[src/design/fps_pkg.sv]
// Constants, timing counts, state and fault codes of the flyback protection supervisor.
// Assumes a single 250 MHz system clock; all times are converted to cycles here.
package fps_pkg;

   // ==========================================================================
   // Clock
   localparam longint unsigned CLK_PERIOD_PS = 64'd4000;

   // Least times round up to whole cycles, never below one
   function automatic int unsigned fps_ceil_cyc(longint unsigned t_ps);
      longint unsigned c;
      c = (t_ps + CLK_PERIOD_PS - 64'd1) / CLK_PERIOD_PS;
      if (c == 64'd0) begin
         c = 64'd1;
      end
      return int'(c[31:0]);
   endfunction

   // ==========================================================================
   // Times as printed, in picoseconds
   localparam longint unsigned AR_OFF_PS = 64'd3_000_000_000_000;
   localparam longint unsigned BO_NORM_PS = 64'd1_090_000_000;
   localparam longint unsigned BO_SS_PS = 64'd5_270_000_000;
   localparam longint unsigned SEV_NORM_PS = 64'd616_200;
   localparam longint unsigned SEV_SS_PS = 64'd1_001_000;
   localparam longint unsigned SUP_OVP_PS = 64'd100_000_000;
   localparam longint unsigned FB_HIGH_PS = 64'd31_300_000_000;
   localparam longint unsigned OTP_PS = 64'd10_500_000_000;
   localparam longint unsigned LEB_PS = 64'd283_000;
   // Supply spike blanking, value not given: plain default
   localparam longint unsigned VCC_BLANK_PS = 64'd1_000_000;

   // ==========================================================================
   // Derived cycle counts
   localparam int unsigned AR_OFF_CYC = fps_ceil_cyc(AR_OFF_PS);
   localparam int unsigned BO_NORM_CYC = fps_ceil_cyc(BO_NORM_PS);
   localparam int unsigned BO_SS_CYC = fps_ceil_cyc(BO_SS_PS);
   localparam int unsigned SEV_NORM_CYC = fps_ceil_cyc(SEV_NORM_PS);
   localparam int unsigned SEV_SS_CYC = fps_ceil_cyc(SEV_SS_PS);
   localparam int unsigned SUP_OVP_CYC = fps_ceil_cyc(SUP_OVP_PS);
   localparam int unsigned FB_HIGH_CYC = fps_ceil_cyc(FB_HIGH_PS);
   localparam int unsigned OTP_CYC = fps_ceil_cyc(OTP_PS);
   localparam int unsigned LEB_CYC = fps_ceil_cyc(LEB_PS);
   localparam int unsigned VCC_BLANK_CYC = fps_ceil_cyc(VCC_BLANK_PS);
   localparam logic [7:0] LEB_COUNT = LEB_CYC[7:0];
   localparam logic [31:0] SEV_NORM_LIMIT = SEV_NORM_CYC[31:0];
   localparam logic [31:0] SEV_SS_LIMIT = SEV_SS_CYC[31:0];
   localparam logic [31:0] VCC_BLANK_LIMIT = VCC_BLANK_CYC[31:0];

   // ==========================================================================
   // Operating states, one-hot
   typedef enum logic [6:0] {
      FPS_OFF = 7'h01,
      FPS_WAIT_LINE = 7'h02,
      FPS_SOFT_START = 7'h04,
      FPS_NORMAL = 7'h08,
      FPS_AUTO_RESTART = 7'h10,
      FPS_LATCHED = 7'h20,
      FPS_LOW_LINE = 7'h40
   } fps_state_type;

   // ==========================================================================
   // Cause of the last protective stop
   typedef enum logic [3:0] {
      FPS_CAUSE_NONE = 4'h0,
      FPS_CAUSE_SEVERE_CURRENT = 4'h1,
      FPS_CAUSE_SUPPLY_OVP = 4'h2,
      FPS_CAUSE_FEEDBACK_HIGH = 4'h3,
      FPS_CAUSE_DIE_OVERTEMP = 4'h4,
      FPS_CAUSE_OUTPUT_OVP = 4'h5,
      FPS_CAUSE_OVERLOAD = 4'h6,
      FPS_CAUSE_SENSE_SHORT = 4'h7,
      FPS_CAUSE_LOW_LINE = 4'h8
   } fps_cause_type;

endpackage

[src/design/fps_supervisor.sv]
// Protection supervisor of a digital flyback controller: state, blanking and gate control.
// Assumes qualified comparator outputs synchronous to sys_clk and a modulator gate request.
module fps_supervisor
   import fps_pkg::*;
#(
   parameter int unsigned AR_OFF_CYCLES = fps_pkg::AR_OFF_CYC,
   parameter int unsigned BO_NORM_CYCLES = fps_pkg::BO_NORM_CYC,
   parameter int unsigned BO_SS_CYCLES = fps_pkg::BO_SS_CYC,
   parameter int unsigned SUP_OVP_CYCLES = fps_pkg::SUP_OVP_CYC,
   parameter int unsigned FB_HIGH_CYCLES = fps_pkg::FB_HIGH_CYC,
   parameter int unsigned OTP_CYCLES = fps_pkg::OTP_CYC
) (
   // Clock and reset
   input wire logic sys_clk,
   input wire logic rst_n,
   // Supply comparators
   input wire logic vcc_above_on,
   input wire logic vcc_below_off,
   input wire logic vcc_below_off_bo,
   input wire logic vcc_above_brownin,
   input wire logic vcc_above_ovp,
   // Line sense comparators
   input wire logic line_above_brownin,
   input wire logic line_below_brownout,
   // Current sense comparators
   input wire logic cs_above_peak_limit,
   input wire logic cs_above_severe,
   // Feedback and temperature
   input wire logic feedback_above_high,
   input wire logic die_above_trip,
   input wire logic die_below_release,
   // Faults detected elsewhere, one-cycle pulses, and the output OVP latch select, a level
   input wire logic output_overvoltage_fault,
   input wire logic output_ovp_latch_sel,
   input wire logic overload_fault,
   input wire logic sense_pin_short_fault,
   // Modulator
   input wire logic gate_request,
   input wire logic soft_start_done,
   input wire logic sleep_phase,
   // Power stage control
   output logic main_gate_drive,
   output logic startup_cell_on,
   output logic chip_active,
   output logic sensing_active,
   // Status
   output logic auto_restart_active,
   output logic latched_off_state,
   output logic low_line_shutdown,
   output logic cycle_peak_current_limit,
   output fps_pkg::fps_cause_type fault_cause
);

   fps_state_type state;
   fps_state_type next_state;
   fps_cause_type next_cause;
   logic switching;
   logic sensing;
   logic on_trip;
   logic off_trip;
   logic bo_trip;
   logic sev_trip;
   logic ovp_trip;
   logic fb_trip;
   logic otp_trip;
   logic ar_fault;
   logic latch_fault;
   logic bo_seen;
   logic otp_hold;
   logic ovp_cause;
   logic ar_done;
   logic [31:0] ar_count;
   logic [7:0] leb_count;
   logic pulse_ended;
   logic peak_hit;
   logic next_gate;
   logic next_cell;

   function automatic logic fps_is_switching(fps_state_type s);
      return (s == FPS_SOFT_START) || (s == FPS_NORMAL);
   endfunction

   assign switching = fps_is_switching(state);
   assign sensing = switching && !sleep_phase;

   // ==========================================================================
   // Blanking filters
   fps_blank_timer u_vcc_on (
      .sys_clk(sys_clk), .rst_n(rst_n), .cond(vcc_above_on),
      .limit(VCC_BLANK_LIMIT), .expired(on_trip));
   fps_blank_timer u_vcc_off (
      .sys_clk(sys_clk), .rst_n(rst_n), .cond(bo_seen ? vcc_below_off_bo : vcc_below_off),
      .limit(VCC_BLANK_LIMIT), .expired(off_trip));
   fps_blank_timer u_brownout (
      .sys_clk(sys_clk), .rst_n(rst_n), .cond(sensing && line_below_brownout),
      .limit(state == FPS_SOFT_START ? BO_SS_CYCLES[31:0] : BO_NORM_CYCLES[31:0]),
      .expired(bo_trip));
   fps_blank_timer u_severe (
      .sys_clk(sys_clk), .rst_n(rst_n), .cond(sensing && cs_above_severe),
      .limit(state == FPS_SOFT_START ? SEV_SS_LIMIT : SEV_NORM_LIMIT),
      .expired(sev_trip));
   fps_blank_timer u_supply_ovp (
      .sys_clk(sys_clk), .rst_n(rst_n), .cond(sensing && vcc_above_ovp),
      .limit(SUP_OVP_CYCLES[31:0]), .expired(ovp_trip));
   fps_blank_timer u_feedback (
      .sys_clk(sys_clk), .rst_n(rst_n), .cond(sensing && feedback_above_high),
      .limit(FB_HIGH_CYCLES[31:0]), .expired(fb_trip));
   fps_blank_timer u_overtemp (
      .sys_clk(sys_clk), .rst_n(rst_n), .cond(sensing && die_above_trip),
      .limit(OTP_CYCLES[31:0]), .expired(otp_trip));

   // ==========================================================================
   // Fault reactions
   assign latch_fault = sensing && output_overvoltage_fault && output_ovp_latch_sel;
   assign ar_fault = sev_trip || ovp_trip || fb_trip || otp_trip ||
      (sensing && (overload_fault || sense_pin_short_fault ||
      (output_overvoltage_fault && !output_ovp_latch_sel)));
   assign ar_done = ar_count >= AR_OFF_CYCLES[31:0];

   always_comb begin
      next_state = state;
      next_cause = fault_cause;
      case (state)
         FPS_OFF: begin
            if (on_trip) begin
               next_state = FPS_WAIT_LINE;
            end
         end
         FPS_WAIT_LINE: begin
            // Unfiltered comparators, so start waits on no blanking time; a line dip below brown-in holds it off
            if (line_above_brownin && vcc_above_brownin && !otp_hold) begin
               next_state = FPS_SOFT_START;
            end
         end
         FPS_SOFT_START, FPS_NORMAL: begin
            if (latch_fault) begin
               next_state = FPS_LATCHED;
               next_cause = FPS_CAUSE_OUTPUT_OVP;
            end else if (ar_fault) begin
               next_state = FPS_AUTO_RESTART;
               if (sev_trip) begin
                  next_cause = FPS_CAUSE_SEVERE_CURRENT;
               end else if (ovp_trip) begin
                  next_cause = FPS_CAUSE_SUPPLY_OVP;
               end else if (fb_trip) begin
                  next_cause = FPS_CAUSE_FEEDBACK_HIGH;
               end else if (otp_trip) begin
                  next_cause = FPS_CAUSE_DIE_OVERTEMP;
               end else if (output_overvoltage_fault) begin
                  next_cause = FPS_CAUSE_OUTPUT_OVP;
               end else if (overload_fault) begin
                  next_cause = FPS_CAUSE_OVERLOAD;
               end else begin
                  next_cause = FPS_CAUSE_SENSE_SHORT;
               end
            end else if (bo_trip) begin
               next_state = FPS_LOW_LINE;
               next_cause = FPS_CAUSE_LOW_LINE;
            end else if (state == FPS_SOFT_START && soft_start_done) begin
               next_state = FPS_NORMAL;
            end
         end
         FPS_AUTO_RESTART: begin
            if (ovp_cause && !vcc_above_ovp) begin
               next_state = FPS_WAIT_LINE;
            end else if (ar_done && on_trip) begin
               next_state = FPS_WAIT_LINE;
            end
         end
         FPS_LATCHED: begin
            next_state = FPS_LATCHED;
         end
         FPS_LOW_LINE: begin
            next_state = FPS_LOW_LINE;
         end
         default: begin
            next_state = FPS_OFF;
         end
      endcase
      // Lockout overrides every other state
      if (state != FPS_OFF && off_trip) begin
         next_state = FPS_OFF;
      end
   end

   always_ff @(posedge sys_clk) begin
      if (!rst_n) begin
         state <= FPS_OFF;
         fault_cause <= FPS_CAUSE_NONE;
      end else begin
         state <= next_state;
         fault_cause <= next_cause;
      end
   end

   // ==========================================================================
   // Fault memory
   always_ff @(posedge sys_clk) begin
      if (!rst_n || state == FPS_OFF) begin
         bo_seen <= 1'b0;
      end else if (next_state == FPS_LOW_LINE) begin
         bo_seen <= 1'b1;
      end
   end

   // Set wins over release; release is only sampled in the wait-line state
   always_ff @(posedge sys_clk) begin
      if (!rst_n) begin
         otp_hold <= 1'b0;
      end else if (otp_trip) begin
         otp_hold <= 1'b1;
      end else if (state == FPS_WAIT_LINE && die_below_release) begin
         otp_hold <= 1'b0;
      end
   end

   always_ff @(posedge sys_clk) begin
      if (!rst_n || next_state != FPS_AUTO_RESTART) begin
         ovp_cause <= 1'b0;
      end else if (switching && next_cause == FPS_CAUSE_SUPPLY_OVP) begin
         ovp_cause <= 1'b1;
      end
   end

   // ==========================================================================
   // Auto-restart off-time
   always_ff @(posedge sys_clk) begin
      if (!rst_n || state != FPS_AUTO_RESTART) begin
         ar_count <= 32'h0;
      end else if (!ar_done) begin
         ar_count <= ar_count + 32'h1;
      end
   end

   // ==========================================================================
   // Gate pulse with leading-edge blanking and peak limit
   assign peak_hit = main_gate_drive && (leb_count == LEB_COUNT) && cs_above_peak_limit;

   always_ff @(posedge sys_clk) begin
      if (!rst_n || !main_gate_drive) begin
         leb_count <= 8'h00;
      end else if (leb_count != LEB_COUNT) begin
         leb_count <= leb_count + 8'h01;
      end
   end

   always_ff @(posedge sys_clk) begin
      if (!rst_n || !gate_request) begin
         pulse_ended <= 1'b0;
      end else if (peak_hit) begin
         pulse_ended <= 1'b1;
      end
   end

   // Gate follows the next state so a fault stops it in the same edge
   assign next_gate = fps_is_switching(next_state) && gate_request && !pulse_ended && !peak_hit;

   // ==========================================================================
   // Startup cell: full charge when off, hysteretic hold in auto-restart and latched, off in every other state
   always_comb begin
      next_cell = startup_cell_on;
      case (next_state)
         FPS_OFF: begin
            next_cell = 1'b1;
         end
         FPS_AUTO_RESTART: begin
            if (vcc_above_on) begin
               next_cell = 1'b0;
            end else if (!vcc_above_brownin) begin
               next_cell = 1'b1;
            end
         end
         FPS_LATCHED: begin
            // Wider band than auto-restart, so less startup cell loss
            if (vcc_above_on) begin
               next_cell = 1'b0;
            end else if (vcc_below_off_bo) begin
               next_cell = 1'b1;
            end
         end
         default: begin
            next_cell = 1'b0;
         end
      endcase
   end

   // ==========================================================================
   // Output flops
   always_ff @(posedge sys_clk) begin
      if (!rst_n) begin
         main_gate_drive <= 1'b0;
         startup_cell_on <= 1'b1;
         chip_active <= 1'b0;
         sensing_active <= 1'b0;
         auto_restart_active <= 1'b0;
         latched_off_state <= 1'b0;
         low_line_shutdown <= 1'b0;
         cycle_peak_current_limit <= 1'b0;
      end else begin
         main_gate_drive <= next_gate;
         startup_cell_on <= next_cell;
         chip_active <= next_state != FPS_OFF;
         sensing_active <= fps_is_switching(next_state) && !sleep_phase;
         auto_restart_active <= next_state == FPS_AUTO_RESTART;
         latched_off_state <= next_state == FPS_LATCHED;
         low_line_shutdown <= next_state == FPS_LOW_LINE;
         cycle_peak_current_limit <= peak_hit;
      end
   end
endmodule // fps_supervisor

[src/design/fps_blank_timer.sv]
// Blanking timer: qualifies a condition that has held for more than a limit of cycles.
// Assumes the condition is synchronous to sys_clk.
module fps_blank_timer
   import fps_pkg::*;
(
   // Clock and reset
   input wire logic sys_clk,
   input wire logic rst_n,
   // Condition and limit
   input wire logic cond,
   input wire logic [31:0] limit,
   // Qualified result
   output logic expired
);

   logic [31:0] count;

   // ==========================================================================
   // Counter restarts from zero whenever the condition drops
   always_ff @(posedge sys_clk) begin
      if (!rst_n || !cond) begin
         count <= 32'h0;
      end else if (count < limit) begin
         count <= count + 32'h1;
      end
   end

   assign expired = cond && (count >= limit);

endmodule // fps_blank_timer

[config.mk]
export PLATFORM = sky130hd
export DESIGN_NAME = fps_supervisor
export DESIGN_NICKNAME = d
export VERILOG_FILES = /design/src/design/fps_pkg.sv /design/src/design/fps_supervisor.sv /design/src/design/fps_blank_timer.sv
export SDC_FILE = /design/constraint.sdc
export NUM_CORES = 1
export LEC_CHECK = 0
export ABC_AREA = 0
export BUFFER_PORTS_ARGS = -buffer_cell sky130_fd_sc_hd__buf_4
export CORE_ASPECT_RATIO = 1.75
export CORE_MARGIN = 8
export CORE_UTILIZATION = 40
export DETAILED_ROUTE_END_ITERATION = 12
export PLACE_DENSITY = 0.56
export SLEW_MARGIN = 10
export SYNTH_ARGS = -nofsm -noshare
export SYNTH_HDL_FRONTEND = slang
export SYNTH_SLANG_ARGS = --single-unit
[constraint.sdc]
create_clock -name sys_clk -period 5.1 [get_ports sys_clk]
set_input_delay 0 -clock sys_clk [delete_from_list [all_inputs] [get_ports sys_clk]]
set_output_delay 0 -clock sys_clk [all_outputs]
set_load 0.01 [all_outputs]
==> results of run 1 <==
[worst max-delay path by stage]
stage / from / endpoint / slack (ns)
after floorplan: state[5] / u_brownout.count[20] / 0.85
after global placement: state[5] / u_brownout.count[18] / 0.66
after detailed placement: state[5] / u_brownout.count[11] / 0.63
after CTS: state[5] / startup_cell_on / 0.45
after global routing: state[5] / startup_cell_on / 0.09
final: state[5] / startup_cell_on / 0.49
[cells in the final DEF (no fill, tap or decap), drive strengths merged, types with 35 or more instances in the layout]
cell type  instances
and2              83
and3              85
buf               35
dfxtp            287
nand2             96
nand3             40
nor2             180
nor4              40
xnor2             45
xor2              69
[kinds of logic after synthesis]
logic type / after synthesis / share of synthesized area, %
AOI/OAI and AO/OA: 123 / 7.21
xor gates and xnor gates: 114 / 8.74
adders and majority gates: 23 / 2.52
buffers and inverters: 74 / 2.56
DFF: 287 / 50.3
muxes: 4 / 0.361
and+or+nand+nor: 630 / 28.3
[sequential cells by signal (all words and copies together) (netlist names), 4 cells and up]
name                count
u_vcc_off.count        32
u_vcc_on.count         32
fault_cause             4
leb_count               8
u_overtemp.count       32
u_severe.count         32
u_supply_ovp.count     32
state                   7
u_brownout.count       32
ar_count               32
u_feedback.count       32
[power by group]
part            total, W  internal [W]  switching [W]
Clock            0.00203       0.00116       0.000870
Combinational  0.0000515     0.0000225      0.0000290
Sequential       0.00224       0.00224     0.00000190
Total            0.00433       0.00343       0.000901
[worst max-delay path, cell delays in order, from the launching register on]
cell,delay (ns)
dfxtp_1,0.36
or4_4,0.57
nor4b_1,0.57
inv_1,0.28
ha_1,0.36
nand3_1,0.10
nand4_1,0.09
nor3_1,0.23
buf_4,0.19
nand2b_1,0.16
a31oi_1,0.18
o21ai_0,0.30
and2_1,0.25
o2bb2ai_1,0.07
dlygate4sd3_1,0.55
a221oi_1,0.23
[metal layers]
layer | global-route usage (%) | up-vias
li1 | - | 4385
met1 | 16.5 | 3905
met2 | 24.3 | 110
met3 | 2.31 | 51
met4 | 5.48 | 0
met5 | 0 | -
[metrics by stage]
| stage | utilization (%) | worst slack, ns | instance area (sq um) | std cells |
|---|---|---|---|---|
| floorplan | - | 0.846 | 11400 | 1255 |
| global placement | 42.2 | 0.658 | 12000 | 1626 |
| detailed placement | 42.2 | 0.633 | 12000 | 1626 |
| CTS | 46.0 | 0.447 | 13100 | 1693 |
| global route | 46.0 | 0.0869 | 13100 | 1693 |
| finish | 46.0 | 0.489 | 13100 | 1693 |
[final cells by class]
class                           instances  area [sq um]  share of cell area [%]
Clock buffer                           34           762                    5.83
Clock inverter                         15           139                    1.06
Inverter                               32           120                   0.919
Multi-Input combinational cell        894          5390                    41.2
Sequential cell                       287          5750                    43.9
Tap cell                              378           473                    3.62
Timing Repair Buffer                   53           443                    3.39
==> out/qor.yml, run 1 <==
wl_met3_um: 961
die-area_sq_um: 34400
drtIter0Drc: 390
avgSynthCellArea_sq_um: 9.10
peakVddDrop_mv: 0.243
max-clock-path-buffers: 3
clock-sinks: 287
hold-path-endpoint: "u_overtemp.count[30]"
cp-start-kind: "flop"
fillers: 2722
viasPerCell: 4.99
holdPathStages: 3
worstMarginPinSlew_ns: 1.02
pin_count: 33
post_cts_buffers: 0
r2r_slack_ns: 0.49
grt_max_degree: 72
finalHoldViolCount: 0
drv_cap: 0
vias: 8451
total_power_w: 0.00433
worstReg2RegStart: "state[5]"
ctsHoldBuffers: 18
status: "finished, final reports clean"
routed_wl_um: 23200
initial_core_util_pct: 40.2
rsz0062_at_grt: "no"
relSlewSlack_pct: 31.7
insertion_delay_ns: 0.54
core_sq_um: 28400
ys_top_cells_by_count: "287 x dfxtp_1, 180 x nor2_1, 96 x nand2_1"
crit_path_end_kind: "flop"
die_h_um: 240
synth_seq_cells: 287
grt_pass1_vias: 8511
hold_path.class: "in2reg"
met1_length_um: 10400
synth.distinct_cells: 63
synth_warnings: 0
synth_area_leader_cell: "dfxtp_1"
min_period_over_period_pct: 90.4
antenna_found_initial: 0
p_leak_nw: 4.92
ys.flop_type: "dfxtp_1"
rr_endpoint: "startup_cell_on"
groute.usage.overall_pct: 13.9
whs_ns: 0.0333
synth_most_common_cell: "dfxtp_1"
syn_area_sq_um: 11400
dp_hpwl_um: 16100
areaGrowthSynthToFinish_pct: 14.4
wire_per_inst_um: 13.7
antenna_left: 0
min_period_ns: 4.61
clock_skew_ns: 0.0111
min_from: "die_above_trip"
post_cts_resize_count: 0
numCtsBuffers: 27
drv_slew: 0
crit_path_max_fanout: 7
first_pass_iters: 4
htree_levels: 1
syn-num-nets: 1299
clock.fmax_mhz: 217
grt_remaining_overflow: 0
worstRegToRegCells: 15
finalSetupViolCount: 0
drc: 0
finalNetCount: 1339
antennaDiodeCount: 0
worst-setup-path-type: "reg2reg"
ys_async_sr_fraction_pct: 0
dr.max_layer_used: "met4"
synth_area_leaders: "dfxtp_1 50%, nor2_1 5.9%, xor2_1 5.3%"
seq_area_frac_synth_pct: 50.3
grt_pass1_wl_um: 40100
row_count: 82
syn_inst: 1255
yosysTopAreaCellShare_pct: 50.3
cts_root_buf: "clkbuf_16"
port_buffers: 32
die_w_um: 144
setup_tns_ns: 0
globalplace.congestion: 0.809
required_ns: 5.54
clkSlewWorstSetupHoldPaths_ns: 0.07
drive_above_1_share_pct: 7.68
powerDensity_nw_per_um2: 331
arrival_ns: 5.05
met2WireLength_um: 11200
cts_tree: "built"
synth_edf_count: 0
(Power assumes the default switching activity.)
==> run 2: changes to the inputs <==
--- a/config.mk
+++ b/config.mk
@@ -5,7 +5,7 @@
 export SDC_FILE = /design/constraint.sdc
 export NUM_CORES = 1
 export LEC_CHECK = 0
-export ABC_AREA = 0
+export ABC_AREA = 1
 export BUFFER_PORTS_ARGS = -buffer_cell sky130_fd_sc_hd__buf_4
 export CORE_ASPECT_RATIO = 1.75
 export CORE_MARGIN = 8
==> out/qor.yml, run 2 <==
status: "finished, final reports clean"
min_period_over_period_pct: 70.2
crit_path_end_kind: "flop"
insertion_delay_ns: 0.56
grt_pass1_vias: 10200
grt_pass1_wl_um: 45500
cp_slowest_stage_delay_ns: 0.55
cts_tree: "built"
hold_path.class: "in2reg"
syn-num-nets: 1751
powerDensity_nw_per_um2: 308
min_period_ns: 3.58
worst-setup-path-type: "reg2reg"
yosysTopAreaCellShare_pct: 46.2
layout.cells.most_common_list: "329 x inv_1, 287 x dfxtp_1, 279 x nor2_1"
post_cts_buffers: 0
core_sq_um: 30700
first_pass_iters: 5
arrival_ns: 4.09
synth_area_leader_cell: "dfxtp_1"
die_w_um: 149
grt_remaining_overflow: 0
dp_hpwl_um: 19800
wire_per_inst_um: 12.2
synth_seq_cells: 287
row_count: 85
setup_tns_ns: 0
synth_most_common_cell: "inv_1"
drive_above_1_share_pct: 8.17
cp_common_cell: "inv_1"
placed_cells: 2107
worstMarginPinSlew_ns: 1.11
max-clock-path-buffers: 3
peakVddDrop_mv: 0.242
drc: 0
p_leak_nw: 5.10
port_buffers: 32
groute.usage.overall_pct: 14.5
ys.flop_type: "dfxtp_1"
viasPerCell: 4.79
areaGrowthSynthToFinish_pct: 14.4
place_area_sq_um: 13100
critPathTopFamily: "simple AND/OR/NAND/NOR gates"
clock-sinks: 287
seq_area_frac_synth_pct: 46.2
finalNetCount: 1813
finalSetupViolCount: 0
synth_warnings: 0
routed_wl_um: 26600
pin_count: 33
r2r_slack_ns: 1.52
globalplace.congestion: 0.819
critPathBufInv: 5
whs_ns: 0.0316
drtIter0Drc: 354
die-area_sq_um: 37200
antenna_left: 0
synth_area_leaders: "dfxtp_1 46%, inv_1 9.9%, nor2_1 8.4%"
ctsHoldBuffers: 23
rsz0062_at_grt: "no"
antenna_found_initial: 0
final_common_cell: "inv_1"
crit_path_max_fanout: 6
syn_inst: 1707
clock.fmax_mhz: 279
fin_util_pct: 46.3
avgSynthCellArea_sq_um: 7.28
cts_root_buf: "clkbuf_16"
antennaDiodeCount: 0
grt_max_degree: 31
htree_levels: 1
vias: 10400
syn_area_sq_um: 12400
register_area_sq_um: 5750
clock_skew_ns: 0.0140
post_cts_resize_count: 0
ys_top_cells_by_count: "329 x inv_1, 287 x dfxtp_1, 279 x nor2_1"
cp-start-kind: "flop"
required_ns: 5.61
relSlewSlack_pct: 25.7
multiInputGateArea_sq_um: 5320
finalHoldViolCount: 0
initial_core_util_pct: 40.4
path_cells: "nor2_1 -> inv_1 -> nor3_1 -> inv_1 -> ha_1 -> nand2_1 -> inv_1 -> nand4_1 -> nand4_1 -> nor2_4 -> inv_1 -> nand3_1 -> nand3_1 -> nor2_2 -> nand3_1 -> a21oi_1 -> nand2_1 -> a21oi_1 -> dlygate4sd3_1"
post-route-cell-area_sq_um: 14200
slowest_stage: "dlygate4sd3_1"
numCtsBuffers: 28
drv_cap: 0
synth_edf_count: 0
synth.distinct_cells: 50
fillers: 3143
drv_slew: 0
post_layout_nonfiller_instances: 2179
clkSlewWorstSetupHoldPaths_ns: 0.06
ys_async_sr_fraction_pct: 0
die_h_um: 249
## run 2: cell types whose count changed in the layout (fill, tap and decap cells not counted), moves of 20 or more
cell,change
inv_1,+297
nand2_1,+149
nor2_1,+99
a21oi_1,+89
and3_1,-84
and2_1,-82
xor2_1,-58
o21ai_0,+46
xnor2_1,-42
nand4_1,+37
nand3_1,+20
nor4_1,-20
## run 2: layout make-up
| type | count | area share, % |
|---|---|---|
| tap | 391 | 3.44 |
| timing repair buffer | 55 | 3.31 |
| clock inverter | 10 | 0.994 |
| clock buffer | 39 | 5.50 |
| inverter | 339 | 8.96 |
| sequential | 287 | 40.4 |
| multi-input combinational | 1058 | 37.4 |
## run 2: layer usage
metal	vias up	share of wire (%)	global-route usage [%]
met5	-	0	0
met4	0	2.7	5.80
met3	44	3.5	2.27
met2	122	53	27.8
met1	4741	41	15.1
li1	5537	-	-
## run 2: worst paths after layout
check,from,cells past startpoint,endpoint
hold reg to reg,u_severe.count[9],2,u_severe.count[9]
setup / recovery,state[1],19,sensing_active
hold / removal,cs_above_severe,5,fault_cause[0]
setup reg to reg,state[1],19,sensing_active
## run 2: cell families after synthesis
group                    synth area share [%]
AND/OR/NAND/NOR                          29.3
buffers and inverters                    11.0
flip-flops                               46.2
AO/OA/AOI/OAI                            10.2
adder cells (fa/ha/maj)                  2.32
XOR/XNOR                                0.987
## run 2: metrics by stage
step,setup WS (ns),total power (W)
after floorplan,2.51,0.00231
after global placement,1.98,0.00234
after detailed placement,1.85,0.00234
after CTS,1.51,0.00446
after global routing,1.07,0.00455
final,1.52,0.00438
## run 2: power breakdown
| group | internal, W | switching, W |
|---|---|---|
| clock | 0.00122 | 0.000865 |
| sequential | 0.00224 | 0.00000170 |
| combinational | 0.0000222 | 0.0000279 |
| total | 0.00348 | 0.000894 |
## run 2: tightest hold or removal path, cell delays in order
cell and delay (ns):
buf_4 0.10, nand3_1 0.13, a21oi_1 0.17, nor2_1 0.07
nor2_1 0.08
